## src/lmsc_pkg.sv

```systemverilog
package lmsc_pkg;

	localparam int unsigned PIN_W = 6;
	localparam logic [1:0] WAKE_FS_EDGES = 2'h3;

	localparam logic [11:0] ADDR_CTRL = 12'h000;
	localparam logic [11:0] ADDR_STATUS = 12'h004;
	localparam logic [11:0] ADDR_INT_STAT = 12'h008;
	localparam logic [11:0] ADDR_INT_MASK = 12'h00c;

	localparam int unsigned CTRL_MOD_EN_BIT = 0;
	localparam logic [31:0] CTRL_RESET = 32'h00000001;
	localparam logic [3:0] INT_MASK_RESET = 4'h0;

	localparam int unsigned ST_POWERED_BIT = 0;
	localparam int unsigned ST_WAKING_BIT = 1;
	localparam int unsigned ST_ARMED_BIT = 2;
	localparam int unsigned ST_RUN_BIT = 3;
	localparam int unsigned ST_VALID_BIT = 4;
	localparam int unsigned ST_RX_FIRST_BIT = 5;
	localparam int unsigned ST_RX_SECOND_BIT = 6;
	localparam int unsigned ST_TX_FIRST_BIT = 7;
	localparam int unsigned ST_TX_SECOND_BIT = 8;
	localparam int unsigned ST_INSERT_BIT = 9;
	localparam int unsigned ST_PORT_EN_BIT = 10;

	localparam int unsigned INT_W = 4;
	localparam int unsigned IRQ_FRAME_BIT = 0;
	localparam int unsigned IRQ_DEMOD_BIT = 1;
	localparam int unsigned IRQ_WAKE_BIT = 2;
	localparam int unsigned IRQ_VALID_LOST_BIT = 3;

	typedef enum logic [1:0] {
		LMSC_DOWN,
		LMSC_WAKE,
		LMSC_ARM,
		LMSC_RUN
	} lmsc_state_t;

	typedef struct packed {
		logic frame_sync;
		logic power_down_bar;
		logic signal_port_enable;
		logic signal_in_first;
		logic signal_in_second;
		logic signal_insert_control;
	} lmsc_pins_t;

	typedef struct packed {
		logic done;
		logic sync_ok;
		logic bit_error;
		logic sig_first;
		logic sig_second;
	} lmsc_demod_t;

	typedef struct packed {
		logic start;
		logic sig_first;
		logic sig_second;
		logic insert;
	} lmsc_mod_t;

	typedef struct packed {
		logic valid_indicator;
		logic signal_out_first;
		logic signal_out_second;
	} lmsc_sig_t;

endpackage : lmsc_pkg

```

## src/lmsc_top.sv

```systemverilog
// Register access over APB and the register offsets are this design's own decisions.
`timescale 1ns/1ns
`default_nettype none
module lmsc_top (
	input wire logic core_clk_in,
	input wire logic rst_in,
	input wire logic psel_in,
	input wire logic penable_in,
	input wire logic pwrite_in,
	input wire logic [11:0] paddr_in,
	input wire logic [31:0] pwdata_in,
	output logic [31:0] prdata_out,
	output logic pready_out,
	output logic pslverr_out,
	output logic irq_out,
	input wire lmsc_pkg::lmsc_pins_t pins_in,
	input wire lmsc_pkg::lmsc_demod_t demod_in,
	output lmsc_pkg::lmsc_mod_t mod_out,
	output logic xfer_enable_out,
	output lmsc_pkg::lmsc_sig_t sig_out,
	output lmsc_pkg::lmsc_sig_t sig_oe_n_out
);

	logic [lmsc_pkg::PIN_W-1:0] s1_r, s2_r, s3_r, filt_r;
	logic [lmsc_pkg::PIN_W-1:0] filt_nxt;
	lmsc_pkg::lmsc_pins_t pins;
	logic fs_prev_r;
	logic fs_rise;

	logic pd_hold_r, si1_hold_r, si2_hold_r, sie_hold_r;
	logic pd_hold_nxt, si1_hold_nxt, si2_hold_nxt, sie_hold_nxt;
	logic pd_eff, si1_eff, si2_eff, sie_eff;

	lmsc_pkg::lmsc_state_t state_r, state_nxt;
	logic [1:0] wake_cnt_r, wake_cnt_nxt;
	logic wake_end;

	lmsc_pkg::lmsc_mod_t mod_r, mod_nxt;
	logic xfer_en_r, xfer_en_nxt;
	lmsc_pkg::lmsc_sig_t pend_r, pend_nxt;
	lmsc_pkg::lmsc_sig_t out_r, out_nxt;
	logic demod_valid;

	logic [31:0] ctrl_r, ctrl_nxt;
	logic [lmsc_pkg::INT_W-1:0] int_stat_r, int_stat_nxt;
	logic [lmsc_pkg::INT_W-1:0] int_mask_r, int_mask_nxt;
	logic [lmsc_pkg::INT_W-1:0] events;
	logic irq_r, irq_nxt;
	logic [31:0] prdata_r, prdata_nxt;
	logic pready_r, pready_nxt;
	logic pslverr_r, pslverr_nxt;
	logic [31:0] status_word;
	logic setup, wr_take, mapped;

	// Pin synchronisers: a change counts once stages two and three agree
	genvar gi;
	generate
		for (gi = 0; gi < lmsc_pkg::PIN_W; gi++) begin : g_sync
			always_comb begin
				filt_nxt[gi] = (s2_r[gi] == s3_r[gi]) ? s3_r[gi] : filt_r[gi];
			end
		end
	endgenerate

	always_ff @(posedge core_clk_in) begin
		if (rst_in) begin
			s1_r <= '0;
			s2_r <= '0;
			s3_r <= '0;
			filt_r <= '0;
			fs_prev_r <= 1'b0;
		end else begin
			s1_r <= pins_in;
			s2_r <= s1_r;
			s3_r <= s2_r;
			filt_r <= filt_nxt;
			fs_prev_r <= pins.frame_sync;
		end
	end

	assign pins = filt_r;
	// Frame sync rise is the main timing reference; demod done also ends wake-up and updates outputs in power-down
	assign fs_rise = pins.frame_sync & ~fs_prev_r;

	// Gated inputs: live while enabled, frozen copy while disabled
	always_comb begin
		pd_hold_nxt = pd_hold_r;
		si1_hold_nxt = si1_hold_r;
		si2_hold_nxt = si2_hold_r;
		sie_hold_nxt = sie_hold_r;
		if (pins.signal_port_enable) begin
			pd_hold_nxt = pins.power_down_bar;
			si1_hold_nxt = pins.signal_in_first;
			si2_hold_nxt = pins.signal_in_second;
			sie_hold_nxt = pins.signal_insert_control;
		end
	end

	always_ff @(posedge core_clk_in) begin
		if (rst_in) begin
			pd_hold_r <= 1'b0;
			si1_hold_r <= 1'b0;
			si2_hold_r <= 1'b0;
			sie_hold_r <= 1'b0;
		end else begin
			pd_hold_r <= pd_hold_nxt;
			si1_hold_r <= si1_hold_nxt;
			si2_hold_r <= si2_hold_nxt;
			sie_hold_r <= sie_hold_nxt;
		end
	end

	assign pd_eff = pins.signal_port_enable ? pins.power_down_bar : pd_hold_r;
	assign si1_eff = pins.signal_port_enable ? pins.signal_in_first : si1_hold_r;
	assign si2_eff = pins.signal_port_enable ? pins.signal_in_second : si2_hold_r;
	assign sie_eff = pins.signal_port_enable ? pins.signal_insert_control : sie_hold_r;

	// Power and wake-up sequencing
	always_comb begin
		state_nxt = state_r;
		wake_cnt_nxt = wake_cnt_r;
		wake_end = 1'b0;
		if (!pd_eff) begin
			state_nxt = lmsc_pkg::LMSC_DOWN;
			wake_cnt_nxt = 2'h0;
		end else begin
			case (state_r)
				lmsc_pkg::LMSC_DOWN: begin
					state_nxt = lmsc_pkg::LMSC_WAKE;
					wake_cnt_nxt = 2'h0;
				end
				lmsc_pkg::LMSC_WAKE: begin
					if (demod_in.done) begin
						state_nxt = lmsc_pkg::LMSC_ARM;
						wake_end = 1'b1;
					end else if (fs_rise) begin
						wake_cnt_nxt = wake_cnt_r + 2'h1;
						if (wake_cnt_r + 2'h1 == lmsc_pkg::WAKE_FS_EDGES) begin
							state_nxt = lmsc_pkg::LMSC_ARM;
							wake_end = 1'b1;
						end
					end
				end
				lmsc_pkg::LMSC_ARM: begin
					if (fs_rise) begin
						state_nxt = lmsc_pkg::LMSC_RUN;
					end
				end
				lmsc_pkg::LMSC_RUN: begin
					state_nxt = lmsc_pkg::LMSC_RUN;
				end
				default: begin
					state_nxt = lmsc_pkg::LMSC_DOWN;
				end
			endcase
		end
	end

	always_ff @(posedge core_clk_in) begin
		if (rst_in) begin
			state_r <= lmsc_pkg::LMSC_DOWN;
			wake_cnt_r <= 2'h0;
		end else begin
			state_r <= state_nxt;
			wake_cnt_r <= wake_cnt_nxt;
		end
	end

	// Modulator request and outgoing signaling latch
	always_comb begin
		mod_nxt = mod_r;
		mod_nxt.start = 1'b0;
		xfer_en_nxt = pd_eff;
		if (fs_rise && pd_eff) begin
			mod_nxt.sig_first = si1_eff;
			mod_nxt.sig_second = si2_eff;
			mod_nxt.insert = sie_eff;
			if ((state_r == lmsc_pkg::LMSC_ARM || state_r == lmsc_pkg::LMSC_RUN)
					&& ctrl_r[lmsc_pkg::CTRL_MOD_EN_BIT]) begin
				mod_nxt.start = 1'b1;
			end
		end
	end

	always_ff @(posedge core_clk_in) begin
		if (rst_in) begin
			mod_r <= '0;
			xfer_en_r <= 1'b0;
		end else begin
			mod_r <= mod_nxt;
			xfer_en_r <= xfer_en_nxt;
		end
	end

	// Received signaling and valid indication
	assign demod_valid = demod_in.sync_ok & ~demod_in.bit_error;

	always_comb begin
		pend_nxt = pend_r;
		out_nxt = out_r;
		if (demod_in.done) begin
			pend_nxt.valid_indicator = demod_valid;
			pend_nxt.signal_out_first = demod_in.sig_first;
			pend_nxt.signal_out_second = demod_in.sig_second;
		end
		if (!pd_eff && demod_in.done) begin
			out_nxt = pend_nxt;
		end else if (pd_eff && fs_rise) begin
			out_nxt = pend_r;
		end
	end

	always_ff @(posedge core_clk_in) begin
		if (rst_in) begin
			pend_r <= '0;
			out_r <= '0;
		end else begin
			pend_r <= pend_nxt;
			out_r <= out_nxt;
		end
	end

	// Interrupt status: set wins over a write-one clear
	assign events[lmsc_pkg::IRQ_FRAME_BIT] = fs_rise;
	assign events[lmsc_pkg::IRQ_DEMOD_BIT] = demod_in.done;
	assign events[lmsc_pkg::IRQ_WAKE_BIT] = wake_end;
	assign events[lmsc_pkg::IRQ_VALID_LOST_BIT] = out_r.valid_indicator & ~out_nxt.valid_indicator;

	// Register bus
	assign setup = psel_in & ~penable_in;
	assign wr_take = psel_in & penable_in & pready_r & pwrite_in;
	assign mapped = (paddr_in == lmsc_pkg::ADDR_CTRL) || (paddr_in == lmsc_pkg::ADDR_STATUS)
		|| (paddr_in == lmsc_pkg::ADDR_INT_STAT) || (paddr_in == lmsc_pkg::ADDR_INT_MASK);

	always_comb begin
		status_word = 32'h00000000;
		status_word[lmsc_pkg::ST_POWERED_BIT] = pd_eff;
		status_word[lmsc_pkg::ST_WAKING_BIT] = (state_r == lmsc_pkg::LMSC_WAKE);
		status_word[lmsc_pkg::ST_ARMED_BIT] = (state_r == lmsc_pkg::LMSC_ARM);
		status_word[lmsc_pkg::ST_RUN_BIT] = (state_r == lmsc_pkg::LMSC_RUN);
		status_word[lmsc_pkg::ST_VALID_BIT] = out_r.valid_indicator;
		status_word[lmsc_pkg::ST_RX_FIRST_BIT] = out_r.signal_out_first;
		status_word[lmsc_pkg::ST_RX_SECOND_BIT] = out_r.signal_out_second;
		status_word[lmsc_pkg::ST_TX_FIRST_BIT] = mod_r.sig_first;
		status_word[lmsc_pkg::ST_TX_SECOND_BIT] = mod_r.sig_second;
		status_word[lmsc_pkg::ST_INSERT_BIT] = mod_r.insert;
		status_word[lmsc_pkg::ST_PORT_EN_BIT] = pins.signal_port_enable;
	end

	always_comb begin
		ctrl_nxt = ctrl_r;
		int_mask_nxt = int_mask_r;
		int_stat_nxt = int_stat_r;
		prdata_nxt = prdata_r;
		pslverr_nxt = 1'b0;
		pready_nxt = setup;
		if (wr_take && paddr_in == lmsc_pkg::ADDR_CTRL) begin
			ctrl_nxt = 32'h00000000;
			ctrl_nxt[lmsc_pkg::CTRL_MOD_EN_BIT] = pwdata_in[lmsc_pkg::CTRL_MOD_EN_BIT];
		end
		if (wr_take && paddr_in == lmsc_pkg::ADDR_INT_MASK) begin
			int_mask_nxt = pwdata_in[lmsc_pkg::INT_W-1:0];
		end
		if (wr_take && paddr_in == lmsc_pkg::ADDR_INT_STAT) begin
			int_stat_nxt = int_stat_r & ~pwdata_in[lmsc_pkg::INT_W-1:0];
		end
		int_stat_nxt = int_stat_nxt | events;
		if (setup) begin
			pslverr_nxt = ~mapped;
			case (paddr_in)
				lmsc_pkg::ADDR_CTRL: prdata_nxt = ctrl_r;
				lmsc_pkg::ADDR_STATUS: prdata_nxt = status_word;
				lmsc_pkg::ADDR_INT_STAT: prdata_nxt = {{(32-lmsc_pkg::INT_W){1'b0}}, int_stat_r};
				lmsc_pkg::ADDR_INT_MASK: prdata_nxt = {{(32-lmsc_pkg::INT_W){1'b0}}, int_mask_r};
				default: prdata_nxt = 32'h00000000;
			endcase
		end
		irq_nxt = |(int_stat_nxt & int_mask_nxt);
	end

	always_ff @(posedge core_clk_in) begin
		if (rst_in) begin
			ctrl_r <= lmsc_pkg::CTRL_RESET;
			int_mask_r <= lmsc_pkg::INT_MASK_RESET;
			int_stat_r <= '0;
			prdata_r <= 32'h00000000;
			pready_r <= 1'b0;
			pslverr_r <= 1'b0;
			irq_r <= 1'b0;
		end else begin
			ctrl_r <= ctrl_nxt;
			int_mask_r <= int_mask_nxt;
			int_stat_r <= int_stat_nxt;
			prdata_r <= prdata_nxt;
			pready_r <= pready_nxt;
			pslverr_r <= pslverr_nxt;
			irq_r <= irq_nxt;
		end
	end

	assign prdata_out = prdata_r;
	assign pready_out = pready_r;
	assign pslverr_out = pslverr_r & pready_r;
	assign irq_out = irq_r;
	assign mod_out = mod_r;
	assign xfer_enable_out = xfer_en_r;
	assign sig_out = out_r;
	// Shared controller bus: outputs released while port disabled
	assign sig_oe_n_out.valid_indicator = ~pins.signal_port_enable;
	assign sig_oe_n_out.signal_out_first = ~pins.signal_port_enable;
	assign sig_oe_n_out.signal_out_second = ~pins.signal_port_enable;

endmodule : lmsc_top
`default_nettype wire

```

## config.mk

```make
export PLATFORM = sky130hd
export DESIGN_NAME = lmsc_top
export DESIGN_NICKNAME = d
export VERILOG_FILES = /design/src/lmsc_pkg.sv /design/src/lmsc_top.sv
export SDC_FILE = /design/constraint.sdc
export NUM_CORES = 1
export LEC_CHECK = 0
export ABC_AREA = 1
export ABC_CLOCK_PERIOD_IN_PS = 3100
export BUFFER_PORTS_ARGS = -buffer_cell sky130_fd_sc_hd__buf_2
export CELL_PAD_IN_SITES_DETAIL_PLACEMENT = 0
export CELL_PAD_IN_SITES_GLOBAL_PLACEMENT = 2
export CORE_UTILIZATION = 30
export CTS_BUF_LIST = sky130_fd_sc_hd__clkbuf_8
export CTS_CLUSTER_SIZE = 30
export DETAILED_ROUTE_END_ITERATION = 16
export PLACE_DENSITY = 0.95
export SETUP_SLACK_MARGIN = 0.05
export SKIP_LAST_GASP = 1
export SYNTH_ARGS = -nofsm -noshare
export SYNTH_HDL_FRONTEND = slang
export SYNTH_SLANG_ARGS = --single-unit
export TNS_END_PERCENT = 30
```

## constraint.sdc

```tcl
create_clock -name core_clk_in -period 3.1 [get_ports core_clk_in]
set_input_delay 0.31 -clock core_clk_in [delete_from_list [all_inputs] [get_ports core_clk_in]]
set_output_delay 0.31 -clock core_clk_in [all_outputs]
set_load 0.1 [all_outputs]
```

==> out/results.ini, run 1 <==
[logic_synthesis]
yosysWarnings = 0
syn_area_per_cell_um2 = 7.762
synth_ff_type = dfxtp_1
ys_seq_elements = 66
syn_inst = 369
netlist_area_um2 = 2864
ys_types = 30
async_reset_ff_share_pct = 0
synth_edf_count = 0
yosysSeqAreaShare_pct = 46.13

[sta]
whs_ns = 0.1604
max_freq_ghz = 0.5687
setup_tns_ns = 0
layout_min_cycle_time_ns = 1.758
rsz0062_at_grt = false
skew_ns = 0.01069
relSlewSlack_pct = 50.58
fin_crit_sh_pct = 56.72
tightest_slew_ns = 0.7373
hold_viol_final = 0
maxSlewViolCount = 0
setup_viol = 0

[clock_network]
postCtsHoldBufs = 0
cts-root-buf = clkbuf_8
clockBufferDepth = 2
clk_pin_slew_ns = 0.07
clock_latency_ns = 0.35
post_cts_buffers = 0
cts-htree-levels = 3
cts_buffers = 9
cts_resized = 0
clock-sinks = 66
cts_tree = done

[critical_path]
cp-start-kind = register
crit_slowest_cell = dfxtp_1
worstPathRequired_ns = 3.34
crit_chain = nand2_1, nand2_2, nand2_2, nand2_1, nand3_1, nand3_1, nand2_1, nand2_1, nand2_1, inv_2, nand2_2
rrSetupSlack_ns = 1.34
r2r_cells = 11
critPathMaxStageDelay_ns = 0.54
worst-path-max-fanout = 13
cpMostUsedCell = nand2_1
cp-end-kind = register
reg2reg_from = filt_r[3]
worstPathArrival_ns = 2.00
r2r-end = irq_out
path_class = register to register

[global_route]
grt_pass1_wl_um = 9770
grt.total_usage_pct = 12.81
antenna_found_initial = 0
grt_max_degree = 36
grt_pass1_vias = 2139
grt-ovfl-total = 0

[routing]
drt_first_pass_iters = 4
vias = 2378
ant_nets = 0
routedWlPerCell_um = 10.63
drt_iter0_markers = 126
drc = 0
viasPerCell = 4.269
drt_wl_total_um = 5919

[power]
max-vdd-ir-drop_mv = 0.1945
power.density_nw_per_um2 = 532.7
leakage_nw = 1.540

[placement]
place.gp.congestion = 0.7524
place_hpwl_um = 4244
portBuffers = 56

[min_path]
hold_depth = 3
hold_path_end = s1_r[0]
min_from = pins_in[0]
min_path_type = primary input to register

[layout]
final_common_cell = dfxtp_1
n_antenna_cell = 0
drive_gt1_share_pct = 23.36
area_growth_pct = 16.69
fillCellCount = 1015
nets = 484
multi_input_area_um2 = 1182
layout_common_cells = dfxtp_1 (66), nand2_1 (61), buf_2 (56)
regArea_um2 = 1321

[floorplan]
core_area_um2 = 9240
rows = 35
start_util_pct = 31.00
die_w_um = 99.71
ios = 106
die_y_um = 99.71
die_area_um2 = 9941

[run]
max_cap_violations = 0

[run_status]
status = complete, no violations

## power by group
part	total, mW	switching [mW]	internal, mW
clock network	0.694	0.332	0.362
logic	0.215	0.184	0.0317
registers	0.871	0.00715	0.864
total	1.78	0.523	1.26
## how the worst max path moves through the flow
stage                     depth (start not counted)    startpoint             to  slack (ns)
after global placement                            8  paddr_in[11]  prdata_out[2]        1.30
after floorplan                                   9    pready_out        irq_out        1.09
after global routing                             11     filt_r[3]        irq_out        1.21
final                                            11     filt_r[3]        irq_out        1.34
after CTS                                        11     filt_r[3]        irq_out        1.34
after detailed placement                          8  paddr_in[11]  prdata_out[2]        1.28
## synth_stat cells, types with 2 or more instances
cell type / n / area, um^2
nand2_4: 2 / 22.52
buf_2: 3 / 15.01
nand2_1: 61 / 229.0
clkbuf_1: 2 / 7.510
o21ai_0: 9 / 45.04
nand2_2: 8 / 50.05
buf_1: 3 / 11.26
buf_4: 26 / 195.2
a211oi_1: 4 / 30.03
nand4_1: 8 / 50.05
a311oi_1: 4 / 35.03
dfxtp_1: 66 / 1321
a21oi_2: 2 / 17.52
inv_1: 48 / 180.2
nor3_1: 2 / 10.01
nand3_1: 28 / 140.1
nor2_1: 40 / 150.1
nor2_2: 6 / 37.54
a31oi_1: 3 / 18.77
nor2_8: 3 / 60.06
a21oi_1: 29 / 145.1
inv_2: 4 / 15.01
## layer usage
layer	global-route usage, %	vias up	share of wire (%)
li1	-	1239	-
met1	16.23	1066	50
met2	19.36	66	42
met3	5.341	7	6.3
met4	4.751	0	1.3
met5	0	-	0
## cell type report
| cell class | instances | share of cell area, % |
|---|---|---|
| timing repair buffer | 58 | 8.836 |
| multi-input combinational | 236 | 35.38 |
| clock inverter | 7 | 1.872 |
| inverter | 52 | 5.840 |
| tap | 129 | 4.830 |
| sequential | 66 | 39.54 |
| clock buffer | 9 | 3.706 |
## sequential cells by signal, summed over array words and instances, names as in the netlist, 2 cells and up
register	count
sig_out	3
filt_r	6
s2_r	6
int_mask_r	4
wake_cnt_r	2
mod_out	4
s1_r	6
s3_r	6
pend_r	3
state_r	2
int_stat_r	4
prdata_out	11
## cells by family after synthesis
family	share of synthesized area, %
flops	46.13
fa+ha+maj	0.4368
simple gates	27.48
other cells	0.1309
buf+inv	15.20
compound gates	10.62
## stage by stage
stage	instances	setup slack (ns)	area (um^2)	total power, mW	utilization (%)
3_3_place_gp	541	1.301	3156	1.104	34.15
4_1_cts	557	1.344	3342	1.803	36.17
6_report	557	1.342	3342	1.780	36.17
5_1_grt	557	1.206	3342	1.857	36.17
3_5_place_dp	541	1.280	3156	1.107	34.15
2_1_floorplan	389	1.094	2939	1.089	-
## worst max-delay path, delay by kind of cell, from the launching register on
family | cells | cell delay (ns)
buffers and inverters | 1 | 0.06
and+or+nand+nor | 10 | 1.05
DFF | 1 | 0.54
No activity file was read; power rests on OpenSTA's default activity.
==> run 2, diff against run 1 <==
Settings changed: ABC_CLOCK_PERIOD_IN_PS 3100 to 1550, CORE_UTILIZATION 30 to 25, PLACE_DENSITY 0.95 to 0.85.
Clock period 3.1 ns to 1.55 ns, I/O delays scaled along.
==> run 2 against run 1 <==
Sequential cell count did not move. Worst setup slack worse by 1.1 ns. Sequential share of layout area shrank 1.2 points. Critical path depth fell by 8. Cell area up 3.7%. Die area rose by 20%. Global-route usage fell by 2.3 points. Clock power up 110%. Core utilization decreased by 4.6 points. Combinational power grew 100%. Clock skew decreased by 0.00091 ns. Total power grew 100%. Largest cell class unchanged. Largest power group unchanged. Highest routed layer unchanged.
==> out/results.ini, run 2 (synthesized netlist as in run 1, its figures left out) <==
[clock_network]
clockBufferDepth = 2  ; unchanged
cts_buffers = 9  ; unchanged
clock-sinks = 66  ; unchanged
cts_tree = done
clock_latency_ns = 0.34  ; about the same
clk_pin_slew_ns = 0.07  ; about the same
post_cts_buffers = 0  ; unchanged
cts-root-buf = clkbuf_8
cts-htree-levels = 3  ; unchanged

[critical_path]
worstPathRequired_ns = 1.39  ; -1.95 ns
cp_num_buf_inv = 2  ; +1
r2r_cells = 11  ; unchanged
cp-start-kind = register
crit_family = buffers and inverters
reg2reg_from = filt_r[3]
rrSetupSlack_ns = 0.24  ; -1.10 ns
path_class = register to output pin
worst-path-max-fanout = 3  ; -10
worstPathArrival_ns = 1.18  ; -0.82 ns
crit_end = pslverr_out
crit_slowest_cell = buf_2
cp-startpoint = pready_out
r2r-end = irq_out
path_depth = 3  ; -8
crit_chain = nand2_1, inv_1, buf_2
critPathMaxStageDelay_ns = 0.41  ; -0.13 ns
cp-end-kind = output pin

[floorplan]
die_y_um = 109.0  ; +9.4%
core_area_um2 = 10980  ; +19%
die_area_um2 = 11890  ; +20%
start_util_pct = 26.08  ; -4.9 points
rows = 38  ; +8.6%
ios = 106  ; unchanged
die_w_um = 109.0  ; +9.4%

[placement]
portBuffers = 56  ; unchanged
place.gp.congestion = 0.7347  ; -2.4%
place_area_um2 = 3248  ; +2.9%
place_hpwl_um = 4562  ; +7.5%

[global_route]
grt_max_degree = 42  ; +17%
grt_pass1_vias = 2027  ; -5.2%
antenna_found_initial = 0  ; unchanged
grt.total_usage_pct = 10.52  ; -2.3 points
grt_pass1_wl_um = 9515  ; -2.6%
grt-ovfl-total = 0  ; unchanged

[sta]
rsz0062_at_grt = false
skew_ns = 0.009779  ; -0.0009077 ns
maxSlewViolCount = 0  ; unchanged
whs_ns = 0.01270  ; -0.1477 ns
setup_viol = 0  ; unchanged
fin_crit_sh_pct = 86.06
hold_viol_final = 0  ; unchanged
layout_min_cycle_time_ns = 1.334
max_freq_ghz = 0.7497
setup_tns_ns = 0  ; unchanged

[layout]
layout_common_cells = dfxtp_1 (62), nand2_1 (61), buf_2 (56)
drive_gt1_share_pct = 26.27  ; +2.9 points
finalInstanceArea_um2 = 3466  ; +3.7%
nets = 490  ; +1.2%
final_common_cell = dfxtp_1
n_antenna_cell = 0  ; unchanged
fin_util_pct = 31.56  ; -4.6 points
area_growth_pct = 21.01
largest_reg_flops = 11  ; unchanged

[run]
max_cap_violations = 0  ; unchanged

[routing]
ant_nets = 0  ; unchanged
drt_wl_total_um = 6043  ; +2.1%
drc = 0  ; unchanged
drt_iter0_markers = 86  ; -32%
vias = 2354  ; -1.0%
drt_first_pass_iters = 4  ; unchanged
viasPerCell = 4.101  ; -3.9%
routedWlPerCell_um = 10.53  ; -0.93%

[min_path]
min_path_type = primary input to register

[power]
power.density_nw_per_um2 = 1051  ; +97%
leakage_nw = 1.591  ; +3.3%
max-vdd-ir-drop_mv = 0.3939  ; +100%
total_power_mw = 3.644  ; +100%

[run_status]
status = complete, no violations

## run 2: cell types whose count changed in the layout (fill, tap and decap cells not counted), moves of 2 or more
cell      previous run  this run
buf_4                2         6
dfxtp_1             66        62
dfxtp_2              0         3
buf_12               0         2
clkbuf_8             9        11
## run 2: report_power, final
group / total (mW) / internal (mW) / switching, mW / leakage (nW)
clock network: 1.46 / 0.822 / 0.643 / 0.103
registers: 1.74 / 1.73 / 0.0142 / 0.539
logic: 0.438 / 0.0695 / 0.369 / 0.950
## run 2: area by class of cell
class	instances	area [um^2]
Sequential cell	66	1329
Clock buffer	11	151.4
Tap cell	140	175.2
Inverter	52	197.7
Fill cell	1193	7517
Clock inverter	5	53.80
Multi-Input combinational cell	236	1194
Timing Repair Buffer	64	365.4
## run 2: how the worst min path moves through the flow
stage / start / to / slack, ns / cells past startpoint
final: pins_in[0] / s1_r[0] / 0.01 / 3
after global routing: pins_in[0] / s1_r[0] / 0.006 / 3
after CTS: pins_in[1] / s1_r[1] / 0.0002 / 3
after detailed placement: pins_in[1] / s1_r[1] / 0.36 / 3
after global placement: pins_in[0] / s1_r[0] / 0.36 / 3
after floorplan: pins_in[0] / s1_r[0] / 0.26 / 2
## run 2: worst reg2reg max path, delay by kind of cell (launching register included)
family                 cells  cell delay [ns]
and+or+nand+nor            8             0.62
buffers and inverters      3             0.22
DFF                        1             0.37
## run 2: repair_timing
item / 4_1_cts / 5_1_grt
gates resized for setup: 0 / 4
endpoints found under the setup margin: 0 / 1
hold buffers: 0 / 0
## run 2: per-layer routing
| metal | track usage (%) | vias to the layer above | wire [um] | part of all wire [%] |
|---|---|---|---|---|
| met5 | 0 | - | 0 | 0 |
| met4 | 3.475 | 0 | 59 | 0.98 |
| met1 | 13.61 | 1038 | 2883 | 48 |
| li1 | - | 1249 | - | - |
| met2 | 15.99 | 61 | 2736 | 45 |
| met3 | 3.945 | 6 | 364 | 6.0 |
## run 2: per-stage QoR
stage          std cells  setup WS, ns
2_1_floorplan        389       0.06047
3_3_place_gp         558        0.1243
3_5_place_dp         558       0.08413
4_1_cts              574       0.07623
5_1_grt              574       0.08121
6_report             574        0.2161
